===== config.mk =====
export PLATFORM = sky130hd
export DESIGN_NAME = hbsc_serial_ctrl
export DESIGN_NICKNAME = d
export VERILOG_FILES = /design/src/design/hbsc_pkg.sv /design/src/design/hbsc_sync.sv /design/src/design/hbsc_short_timer.sv /design/src/design/hbsc_serial_ctrl.sv
export SDC_FILE = /design/constraint.sdc
export NUM_CORES = 1
export LEC_CHECK = 0
export BUFFER_PORTS_ARGS = -buffer_cell sky130_fd_sc_hd__buf_4
export CAP_MARGIN = 25
export CORE_MARGIN = 3
export CORE_UTILIZATION = 55
export CTS_BUF_LIST = sky130_fd_sc_hd__clkbuf_4 sky130_fd_sc_hd__clkbuf_8 sky130_fd_sc_hd__clkbuf_16
export CTS_CLUSTER_DIAMETER = 50
export DETAILED_ROUTE_END_ITERATION = 8
export GPL_TIMING_DRIVEN = 1
export PLACE_DENSITY = 0.79
export SLEW_MARGIN = 40
export SYNTH_ARGS = -nofsm -noshare
export SYNTH_HDL_FRONTEND = slang
export SYNTH_SLANG_ARGS = --single-unit
export TNS_END_PERCENT = 20

===== constraint.sdc =====
create_clock -name ref_clk_in -period 2.2 [get_ports ref_clk_in]
set_clock_uncertainty 0.05 [all_clocks]
set_input_delay 0.33 -clock ref_clk_in [delete_from_list [all_inputs] [get_ports ref_clk_in]]
set_output_delay 0.33 -clock ref_clk_in [all_outputs]
set_load 0.02 [all_outputs]

===== src/design/hbsc_pkg.sv =====
package hbsc_pkg;
  localparam int          CW              = 16;
  localparam int          NSW             = 6;
  localparam int          SYNC_W          = 19;
  localparam int          CNT_W           = 18;
  localparam int          BIT_CLEAR       = 0;
  localparam int          BIT_LOW1        = 3;
  localparam int          SW_PAIR         = 2;
  localparam int          SW_STRIDE       = 4;
  localparam int          BIT_OLC_N       = 13;
  localparam int          BIT_DELAY       = 14;
  localparam int          BIT_SWEN        = 15;
  localparam int          BIT_PREWARN     = 0;
  localparam int          BIT_SHORT       = 13;
  localparam int          BIT_EN          = 14;
  localparam int          BIT_SUPPLY      = 15;
  localparam logic [15:0] CTRL_RESET      = 16'hE000;
  localparam logic [15:0] USED_MASK       = 16'hF999;
  localparam logic [15:0] OT_WORD         = 16'hFFFF;
  localparam logic [4:0]  FRAME_BITS      = 5'h10;
  localparam int          CLK_MHZ         = 20;
  localparam int          DELAY_LONG_US   = 12000;
  localparam int          DELAY_SHORT_US  = 1500;
  localparam int          DELAY_LONG_CYC  = DELAY_LONG_US * CLK_MHZ;
  localparam int          DELAY_SHORT_CYC = DELAY_SHORT_US * CLK_MHZ;

  // switch index to control and status bit position
  function automatic int sw_pos(input int idx);
    return BIT_LOW1 + SW_STRIDE * (idx / SW_PAIR) + (idx % SW_PAIR);
  endfunction
endpackage


===== src/design/hbsc_sync.sv =====
`timescale 1ns/1ps
module hbsc_sync #(
  parameter int               W    = 1,
  parameter logic [W-1:0]     INIT = '0
) (
  input  wire logic           ref_clk_in,
  input  wire logic           rst_in,
  input  wire logic [W-1:0]   async_in,
  output logic      [W-1:0]   sync_out
);
  logic [W-1:0] stage1;

  // first stage feeds only the second
  always_ff @(posedge ref_clk_in) begin
    if (rst_in) begin
      stage1   <= INIT;
      sync_out <= INIT;
    end else begin
      stage1   <= async_in;
      sync_out <= stage1;
    end
  end
endmodule


===== src/design/hbsc_short_timer.sv =====
`timescale 1ns/1ps
module hbsc_short_timer #(
  parameter int                         LONG_CYC  = hbsc_pkg::DELAY_LONG_CYC,
  parameter int                         SHORT_CYC = hbsc_pkg::DELAY_SHORT_CYC
) (
  input  wire logic                     ref_clk_in,
  input  wire logic                     rst_in,
  input  wire logic [hbsc_pkg::NSW-1:0] over_current_in,
  input  wire logic                     long_sel_in,
  input  wire logic                     clear_in,
  output logic      [hbsc_pkg::NSW-1:0] short_off_out
);
  localparam int W = hbsc_pkg::CNT_W;

  wire  [W-1:0]             limit_m1 = long_sel_in ? W'(LONG_CYC - 1) : W'(SHORT_CYC - 1);
  logic [hbsc_pkg::NSW-1:0] trip;

  genvar g;
  generate
    for (g = 0; g < hbsc_pkg::NSW; g++) begin : g_ch
      logic [W-1:0] cnt;
      assign trip[g] = over_current_in[g] & (cnt == limit_m1);
      always_ff @(posedge ref_clk_in) begin
        if (rst_in || !over_current_in[g]) begin
          cnt <= '0;
        end else if (cnt != limit_m1) begin
          cnt <= cnt + W'(1);
        end
      end
      // latch off, clear re-enables, set wins
      always_ff @(posedge ref_clk_in) begin
        if (rst_in) begin
          short_off_out[g] <= 1'h0;
        end else if (trip[g]) begin
          short_off_out[g] <= 1'h1;
        end else if (clear_in) begin
          short_off_out[g] <= 1'h0;
        end
      end
    end
  endgenerate
endmodule


===== src/design/hbsc_serial_ctrl.sv =====
`timescale 1ns/1ps
module hbsc_serial_ctrl #(
  parameter int                         LONG_CYC  = hbsc_pkg::DELAY_LONG_CYC,
  parameter int                         SHORT_CYC = hbsc_pkg::DELAY_SHORT_CYC
) (
  input  wire logic                     ref_clk_in,
  input  wire logic                     rst_in,
  input  wire logic                     chip_select_n_in,
  input  wire logic                     serial_clk_in,
  input  wire logic                     serial_in_in,
  input  wire logic                     hw_enable_in,
  input  wire logic                     thermal_prewarn_in,
  input  wire logic                     over_temp_in,
  input  wire logic                     under_voltage_in,
  input  wire logic [hbsc_pkg::NSW-1:0] over_current_in,
  input  wire logic [hbsc_pkg::NSW-1:0] open_load_in,
  output logic                          serial_out_out,
  output logic                          serial_out_oe_n_out,
  output logic                          low_drive_1_out,
  output logic                          high_drive_1_out,
  output logic                          low_drive_2_out,
  output logic                          high_drive_2_out,
  output logic                          low_drive_3_out,
  output logic                          high_drive_3_out,
  output logic                          open_load_check_n_out,
  output logic                          short_delay_select_out
);
  localparam int                       NSW     = hbsc_pkg::NSW;
  localparam int                       CW      = hbsc_pkg::CW;
  localparam int                       SYNC_W  = hbsc_pkg::SYNC_W;
  localparam logic [SYNC_W-1:0]        PIN_INIT = {1'h1, {(SYNC_W - 1){1'h0}}};

  logic [SYNC_W-1:0] pin_s;
  logic              cs_s;
  logic              sclk_s;
  logic              sin_s;
  logic              hwen_s;
  logic              tp_s;
  logic              ot_s;
  logic              uv_s;
  logic [NSW-1:0]    oc_s;
  logic [NSW-1:0]    ol_s;

  logic              cs_q;
  logic              sclk_q;
  logic [4:0]        bit_cnt;
  logic [CW-1:0]     in_shift;
  logic [CW-1:0]     out_shift;
  logic [CW-1:0]     control_word;
  logic              supply_fail_flag;
  logic              ot_latched;
  logic [NSW-1:0]    drive_on;
  logic [NSW-1:0]    drive_req;
  logic [NSW-1:0]    next_drive;
  logic [NSW-1:0]    short_off;
  logic [NSW-1:0]    status_sw;
  logic [NSW-1:0]    stat_pick;
  logic [CW-1:0]     status_base;
  logic [CW-1:0]     status_word;

  // pins and analog detector levels are all asynchronous
  hbsc_sync #(
    .W    (SYNC_W),
    .INIT (PIN_INIT)
  ) u_sync (
    .ref_clk_in (ref_clk_in),
    .rst_in     (rst_in),
    .async_in   ({chip_select_n_in, serial_clk_in, serial_in_in, hw_enable_in,
                  thermal_prewarn_in, over_temp_in, under_voltage_in,
                  over_current_in, open_load_in}),
    .sync_out   (pin_s)
  );

  assign {cs_s, sclk_s, sin_s, hwen_s, tp_s, ot_s, uv_s, oc_s, ol_s} = pin_s;

  always_ff @(posedge ref_clk_in) begin
    if (rst_in) begin
      cs_q   <= 1'h1;
      sclk_q <= 1'h0;
    end else begin
      cs_q   <= cs_s;
      sclk_q <= sclk_s;
    end
  end

  wire cs_fall    = cs_q & ~cs_s;
  wire cs_rise    = ~cs_q & cs_s;
  wire sck_rise   = ~sclk_q & sclk_s & ~cs_s & ~cs_fall;
  wire sck_fall   = sclk_q & ~sclk_s & ~cs_s & ~cs_fall;
  wire frame_full = (bit_cnt == hbsc_pkg::FRAME_BITS);
  wire apply      = cs_rise & frame_full;
  wire clear_cmd  = apply & in_shift[hbsc_pkg::BIT_CLEAR];
  wire enable_eff = control_word[hbsc_pkg::BIT_SWEN] & hwen_s;
  wire olc_on     = ~control_word[hbsc_pkg::BIT_OLC_N];
  wire out_next   = out_shift[1];
  wire stat_first = status_word[hbsc_pkg::BIT_PREWARN];

  always_ff @(posedge ref_clk_in) begin
    if (rst_in || cs_fall) begin
      bit_cnt <= '0;
    end else if (sck_fall && !frame_full) begin
      bit_cnt <= bit_cnt + 5'h1;
    end
  end

  // lsb arrives first, lands at bit 0 after sixteen
  always_ff @(posedge ref_clk_in) begin
    if (rst_in) begin
      in_shift <= '0;
    end else if (sck_fall) begin
      in_shift <= {sin_s, in_shift[CW-1:1]};
    end
  end

  // lsb first; advance on clock rise
  // first rise before any fall keeps bit 0, host may idle clock low
  always_ff @(posedge ref_clk_in) begin
    if (rst_in) begin
      out_shift <= '0;
    end else if (cs_fall) begin
      out_shift <= status_word;
    end else if (sck_rise && bit_cnt != '0) begin
      out_shift <= {1'h0, out_shift[CW-1:1]};
    end
  end

  assign serial_out_out = out_shift[0];

  // drive on select, release on deselect
  always_ff @(posedge ref_clk_in) begin
    if (rst_in || cs_s) begin
      serial_out_oe_n_out <= 1'h1;
    end else if (cs_fall) begin
      serial_out_oe_n_out <= 1'h0;
    end
  end

  always_ff @(posedge ref_clk_in) begin
    if (rst_in) begin
      control_word <= hbsc_pkg::CTRL_RESET;
    end else if (apply) begin
      control_word <= in_shift & hbsc_pkg::USED_MASK;
    end
  end

  always_ff @(posedge ref_clk_in) begin
    if (rst_in) begin
      supply_fail_flag <= 1'h0;
    end else if (uv_s) begin
      supply_fail_flag <= 1'h1;
    end else if (clear_cmd) begin
      supply_fail_flag <= 1'h0;
    end
  end

  // shutdown held until cleared after cooling
  always_ff @(posedge ref_clk_in) begin
    if (rst_in) begin
      ot_latched <= 1'h0;
    end else if (ot_s) begin
      ot_latched <= 1'h1;
    end else if (clear_cmd) begin
      ot_latched <= 1'h0;
    end
  end

  hbsc_short_timer #(
    .LONG_CYC  (LONG_CYC),
    .SHORT_CYC (SHORT_CYC)
  ) u_timer (
    .ref_clk_in      (ref_clk_in),
    .rst_in          (rst_in),
    .over_current_in (oc_s & drive_on),
    .long_sel_in     (control_word[hbsc_pkg::BIT_DELAY]),
    .clear_in        (clear_cmd),
    .short_off_out   (short_off)
  );

  genvar g;
  generate
    for (g = 0; g < NSW; g++) begin : g_sw
      assign drive_req[g]  = control_word[hbsc_pkg::sw_pos(g)];
      assign next_drive[g] = drive_req[g] & enable_eff & ~short_off[g] & ~ot_latched & ~uv_s;
      assign status_sw[g]  = olc_on ? ol_s[g] : drive_on[g];
      assign stat_pick[g]  = status_word[hbsc_pkg::sw_pos(g)];
    end
  endgenerate

  always_ff @(posedge ref_clk_in) begin
    if (rst_in) begin
      drive_on <= '0;
    end else begin
      drive_on <= next_drive;
    end
  end

  assign low_drive_1_out  = drive_on[0];
  assign high_drive_1_out = drive_on[1];
  assign low_drive_2_out  = drive_on[2];
  assign high_drive_2_out = drive_on[3];
  assign low_drive_3_out  = drive_on[4];
  assign high_drive_3_out = drive_on[5];

  always_ff @(posedge ref_clk_in) begin
    if (rst_in) begin
      open_load_check_n_out  <= 1'h1;
      short_delay_select_out <= 1'h1;
    end else begin
      open_load_check_n_out  <= control_word[hbsc_pkg::BIT_OLC_N];
      short_delay_select_out <= control_word[hbsc_pkg::BIT_DELAY];
    end
  end

  always_comb begin
    status_base                        = '0;
    status_base[hbsc_pkg::BIT_PREWARN] = tp_s;
    for (int i = 0; i < NSW; i++) begin
      status_base[hbsc_pkg::sw_pos(i)] = status_sw[i];
    end
    status_base[hbsc_pkg::BIT_SHORT]   = |short_off;
    status_base[hbsc_pkg::BIT_EN]      = enable_eff;
    status_base[hbsc_pkg::BIT_SUPPLY]  = supply_fail_flag;
  end

  assign status_word = ot_latched ? hbsc_pkg::OT_WORD : status_base;
endmodule


---- Word level (Yosys, flattened, before mapping) ----
Index checks and enable logic that the tools add are counted.
storage, ports and cells
  register bits ........................... 212
  input bits .............................. 21
  output and inout bits ................... 10
operators by class
  $add $sub $neg .......................... 7
  equality and inequality tests ........... 13
  muxes and demuxes ....................... 19
  bitwise operators ....................... 55
  reduce and logical (&&, ||, !) cells .... 28
operators with widths
  cell                                                              count
  18-bit by 1-bit adder with 18-bit output (second input constant)  6
  18-bit == test                                                    6
  18-bit != test                                                    6
  16-bit two-way mux                                                3
  1-bit AND                                                         41
  18-bit two-way mux                                                1
  2-bit nonzero test                                                9
  1-bit two-way mux                                                 15
  1-bit NOT                                                         13
  1-bit logical OR                                                  8
  1-bit zero test                                                   7
  6-bit AND                                                         1
  6-bit OR reduction                                                1
  5-bit by 1-bit adder with 5-bit output (second input constant)    1
  5-bit == test (second input constant)                             1
  5-bit nonzero test                                                1
  1-bit logical AND                                                 2

---- Logic depth before layout (Yosys ltp) ----
  depth in word-level cells ............... 7
  gate-level depth with buffers ........... 8
  depth with buffers taken out ............ 7

---- Modules after synthesis ----
A second synthesis with hierarchy kept.
second synthesis, totals
  cell total of the unflattened synthesis .. 1045
  area total of the unflattened synthesis .. 9210.1 µm²
by module, submodules not included
  module            times used  cells an instance  area each (µm²)
  hbsc_short_timer  1           684                5741.8
  hbsc_serial_ctrl  1           281                2436.1
  hbsc_sync         1           80                 1032.2

---- Worst setup path after synthesis ----
No wires, ideal clock.
  kind .................................... register to register
  start point ............................. register u_timer.g_ch[0].cnt[0]
  end point ............................... register u_timer.g_ch[0].cnt[5]
  library setup time ...................... 0.059 ns
  data arrival time ....................... 1.872 ns
  data required time ...................... 2.091 ns
  slack ................................... 0.220 ns
  cell stages (with the launch flop) ...... 7
  clock period less this slack ............ 1.980 ns
  cells stage by stage .................... dfxtp_1 -> ha_1 -> nand4_1 -> nor4_1 -> nand3_2 -> a211o_1 -> nand2_1
between the ends
  longest elaborated chain between the ends .. 1
  elaborated cells on any way between the ends .. 2
  classes of those cells .................. add/sub (1); eq/ne (1)
ends and longest elaborated chain
  item                                                                               RTL line                                        source
  from (decl)                                                                        hbsc_short_timer.sv:21                          logic [W-1:0] cnt;
  from (signal assigned)                                                             hbsc_short_timer.sv:27                          cnt <= cnt + W'(1);
  18-bit by 1-bit adder with 18-bit output / 18-bit != test (equally long branches)  hbsc_short_timer.sv:27, hbsc_short_timer.sv:26
Several ways; a longest one is shown, not always the timed one.
A chain may end at the register's enable or synchronous reset.

---- Worst setup path in the final report ----
  start point ............................. register u_timer.g_ch[2].cnt[10]
  end point ............................... register u_timer.g_ch[2].cnt[0]
between the ends
  longest elaborated chain between the ends .. 1
ends and longest elaborated chain
  item                    RTL line                source
  from (decl)             hbsc_short_timer.sv:21
  from (signal assigned)  hbsc_short_timer.sv:27
  18-bit != test          hbsc_short_timer.sv:26  end else if (cnt != limit_m1) begin
No other way between the ends.

==> reports/metrics.cfg <==
[synth]
syn_avg_cell_area_sq_um = 9.00
synth_xor_area_share_pct = 6.76
netlist_area_sq_mm = 0.00881
synthSimpleGateAreaFrac_pct = 27.9
yosys.area_share.adder_pct = 1.14
syn_nets = 1008
synth_edf_count = 0
synth_compound_area_share_pct = 9.81
ys.flop_type = dfxtp_1
synth_top_family_by_area = simple AND/OR/NAND/NOR gates
synthArstFlopShare_pct = 0
ys_ff_latch = 211
yosysTopAreaCell = dfxtp_1
synthMuxAreaShare_pct = 3.64
syn_inst = 979
ys_seq_area_share_pct = 47.9
synth_top_area_share_pct = 47.9
synth_cell_type_count = 60
ys_top_cells_by_area = dfxtp_1 (48%), nand2_1 (4.2%), xnor2_1 (4.1%)
yosysWarningCount = 0

[setup_path]
end_kind = register
worstRegToRegCells = 5
worstReg2RegStart = u_timer.g_ch[2].cnt[10]
worstSetupPathType = reg -> reg
path_max_fanout = 4
cp-start-kind = register
cp-startpoint = u_timer.g_ch[2].cnt[10]
cp.arrival_ps = 2360
cp.required_ps = 2530

[power]
leakagePower_uw = 0.00364
ir_drop_mv = 0.723
power_frac_clock_pct = 50.7
power.density_mw_per_mm2 = 794
p_int_uw = 6590
p_sw_share_pct = 19.7
combPwrFrac_pct = 1.8
seqPwrFrac_pct = 47.5
power_switching_uw = 1610

[route]
drc = 0
ant_nets = 0
drt_iter0_drc = 448
first_pass_iters = 5
vias_per_cell = 5.51
wl_per_cell_um = 13.7
drt-total-wl_mm = 17.2
vias = 6956

[placed_design]
io_buffers = 30
gp_congestion = 0.824
dpl_cell_area_sq_mm = 0.00933
dp_cells = 1206
dpl.hpwl_mm = 11.4

[timing]
slew_headroom_pct = 57.2
fin_setup_tns_ps = 0
fmax_mhz = 492
fin_crit_ps = 2030
finalHoldViolCount = 0
report.final.setup_viol = 0
worst_pin_slew_ps = 640
slew_violations = 0
rsz0062_at_grt = no
timing.final.crit_share_pct = 92.3

[cts]
clock_path_buffers = 3
clk_latency_ps = 510
path_clk_slew_ps = 60
cts.sinks = 211
tritoncts = done
cts_root_buffer = clkbuf_16
cts_buffers = 24
htree_levels = 1

[hold_path]
hold_depth = 2
min-delay-start = serial_clk_in
min_path_type = in -> reg

[grt]
antenna_found_initial = 0
grt_pass1_wl_mm = 29.8
grt_pass1_vias = 6363
grtUsageTotal_pct = 19.5
grt-ovfl-total = 0
grt_max_degree = 44

[flow_run]
maxCapViolCount = 0

[floorplanning]
die_h_um = 133
die-area_sq_mm = 0.0176
ioPinCount = 31
core_area_sq_mm = 0.0154
rows = 45
start_util_pct = 57.1
die_w_um = 133

[final_layout]
fin_area_sq_mm = 0.0103
nets = 1064
drive_above_1_share_pct = 12.0
diodes = 0
syn2layout_area_growth_pct = 17.1
final_cells = 1263
layout_common_cells = dfxtp_1 (210), nand2_1 (98), nor2_1 (92)
final_common_cell = dfxtp_1

[outcome]
status = finished, final reports clean

-- final timing paths --
check / to / slack [ps]
max reg2reg: u_timer.g_ch[2].cnt[0] / 170
max: u_timer.g_ch[2].cnt[0] / 170
min reg2reg: u_sync.sync_out[18] / 370
min: u_sync.stage1[17] / 8
-- per-layer routing --
metal / part of all wire [%] / vias up / track usage [%]
met4: 1.8 / 0 / 4.39
met3: 3.5 / 28 / 3.23
met5: 0 / - / 0
li1: - / 3571 / -
met1: 48 / 3238 / 27.2
met2: 47 / 119 / 31.8
-- sequential cells by signal, indices dropped and copies added, names as in the netlist, 5 cells and up --
name and cells:
bit_cnt 5, control_word 9, drive_on 6, in_shift 16, out_shift 16, u_sync.stage1 19, u_sync.sync_out 19, u_timer.g_ch.cnt 108
u_timer.short_off_out 6
-- cell families (layout without fill, tap and decap cells) --
family | Yosys count | count (layout)
buffers and inverters | 59 | 132
xor gates and xnor gates | 68 | 68
DFF | 211 | 211
and+or+nand+nor | 457 | 457
AOI/OAI and AO/OA | 144 | 144
muxes | 32 | 32
adders and majority gates | 8 | 8
-- stage by stage --
| step | util (%) | setup WS, ps | total power [uW] | hold WS [ps] |
|---|---|---|---|---|
| detailed placement | 60.5 | 145 | 4110 | 353 |
| global route | 66.9 | 60.0 | 8470 | 2.47 |
| CTS | 66.9 | 111 | 8270 | 1.09 |
| floorplan | - | 220 | 4050 | 339 |
| finish | 66.9 | 169 | 8200 | 7.99 |
| global placement | 60.5 | 163 | 4100 | 348 |
-- worst max-delay path: stages, from the launching register on --
cell and delay, ps:
dfxtp_1 340, or4b_2 680, o22ai_1 300, nand3_1 230, xnor2_1 240, nor2_1 60
-- cell type report --
type / count / area [sq um]
fillers: 1248 / 5110
repair buffers: 68 / 558
clock buffers: 33 / 674
multi-input cells: 709 / 4350
clock inverters: 10 / 171
flip-flops and latches: 211 / 4230
well taps: 211 / 264
inverters: 21 / 78.8
-- repair_timing --
item                                    4_1_cts  5_1_grt
buffers inserted                              0        0
resized for setup                             0        2
endpoints found under the hold margin        14        0
hold buffers                                 14        0
endpoints found under the setup margin        0       12
-- power by group through the flow --
| stage | Sequential, uW | Combinational (uW) | Clock [uW] |
|---|---|---|---|
| after floorplan | 3970 | 77.5 | 0 |
| after global placement | 3980 | 125 | 0 |
| after detailed placement | 3980 | 128 | 0 |
| after CTS | 3890 | 148 | 4230 |
| after global routing | 3900 | 164 | 4410 |
| final | 3890 | 147 | 4150 |
-- synth_stat cells (all sizes together) (8+ instances only) --
library cell	number
o21ai	33
clkbuf	27
nand4	30
and3	24
or2	10
nor3	20
nand3b	11
a31oi	9
xnor2	41
nand2	98
nor4	9
a21oi	64
buf	11
nand3	37
or3	28
ha	8
a221oi	8
nor2	92
mux2i	32
nor2b	39
inv	21
dfxtp	211
xor2	27
Note: power is estimated with default switching activity, not from simulation.
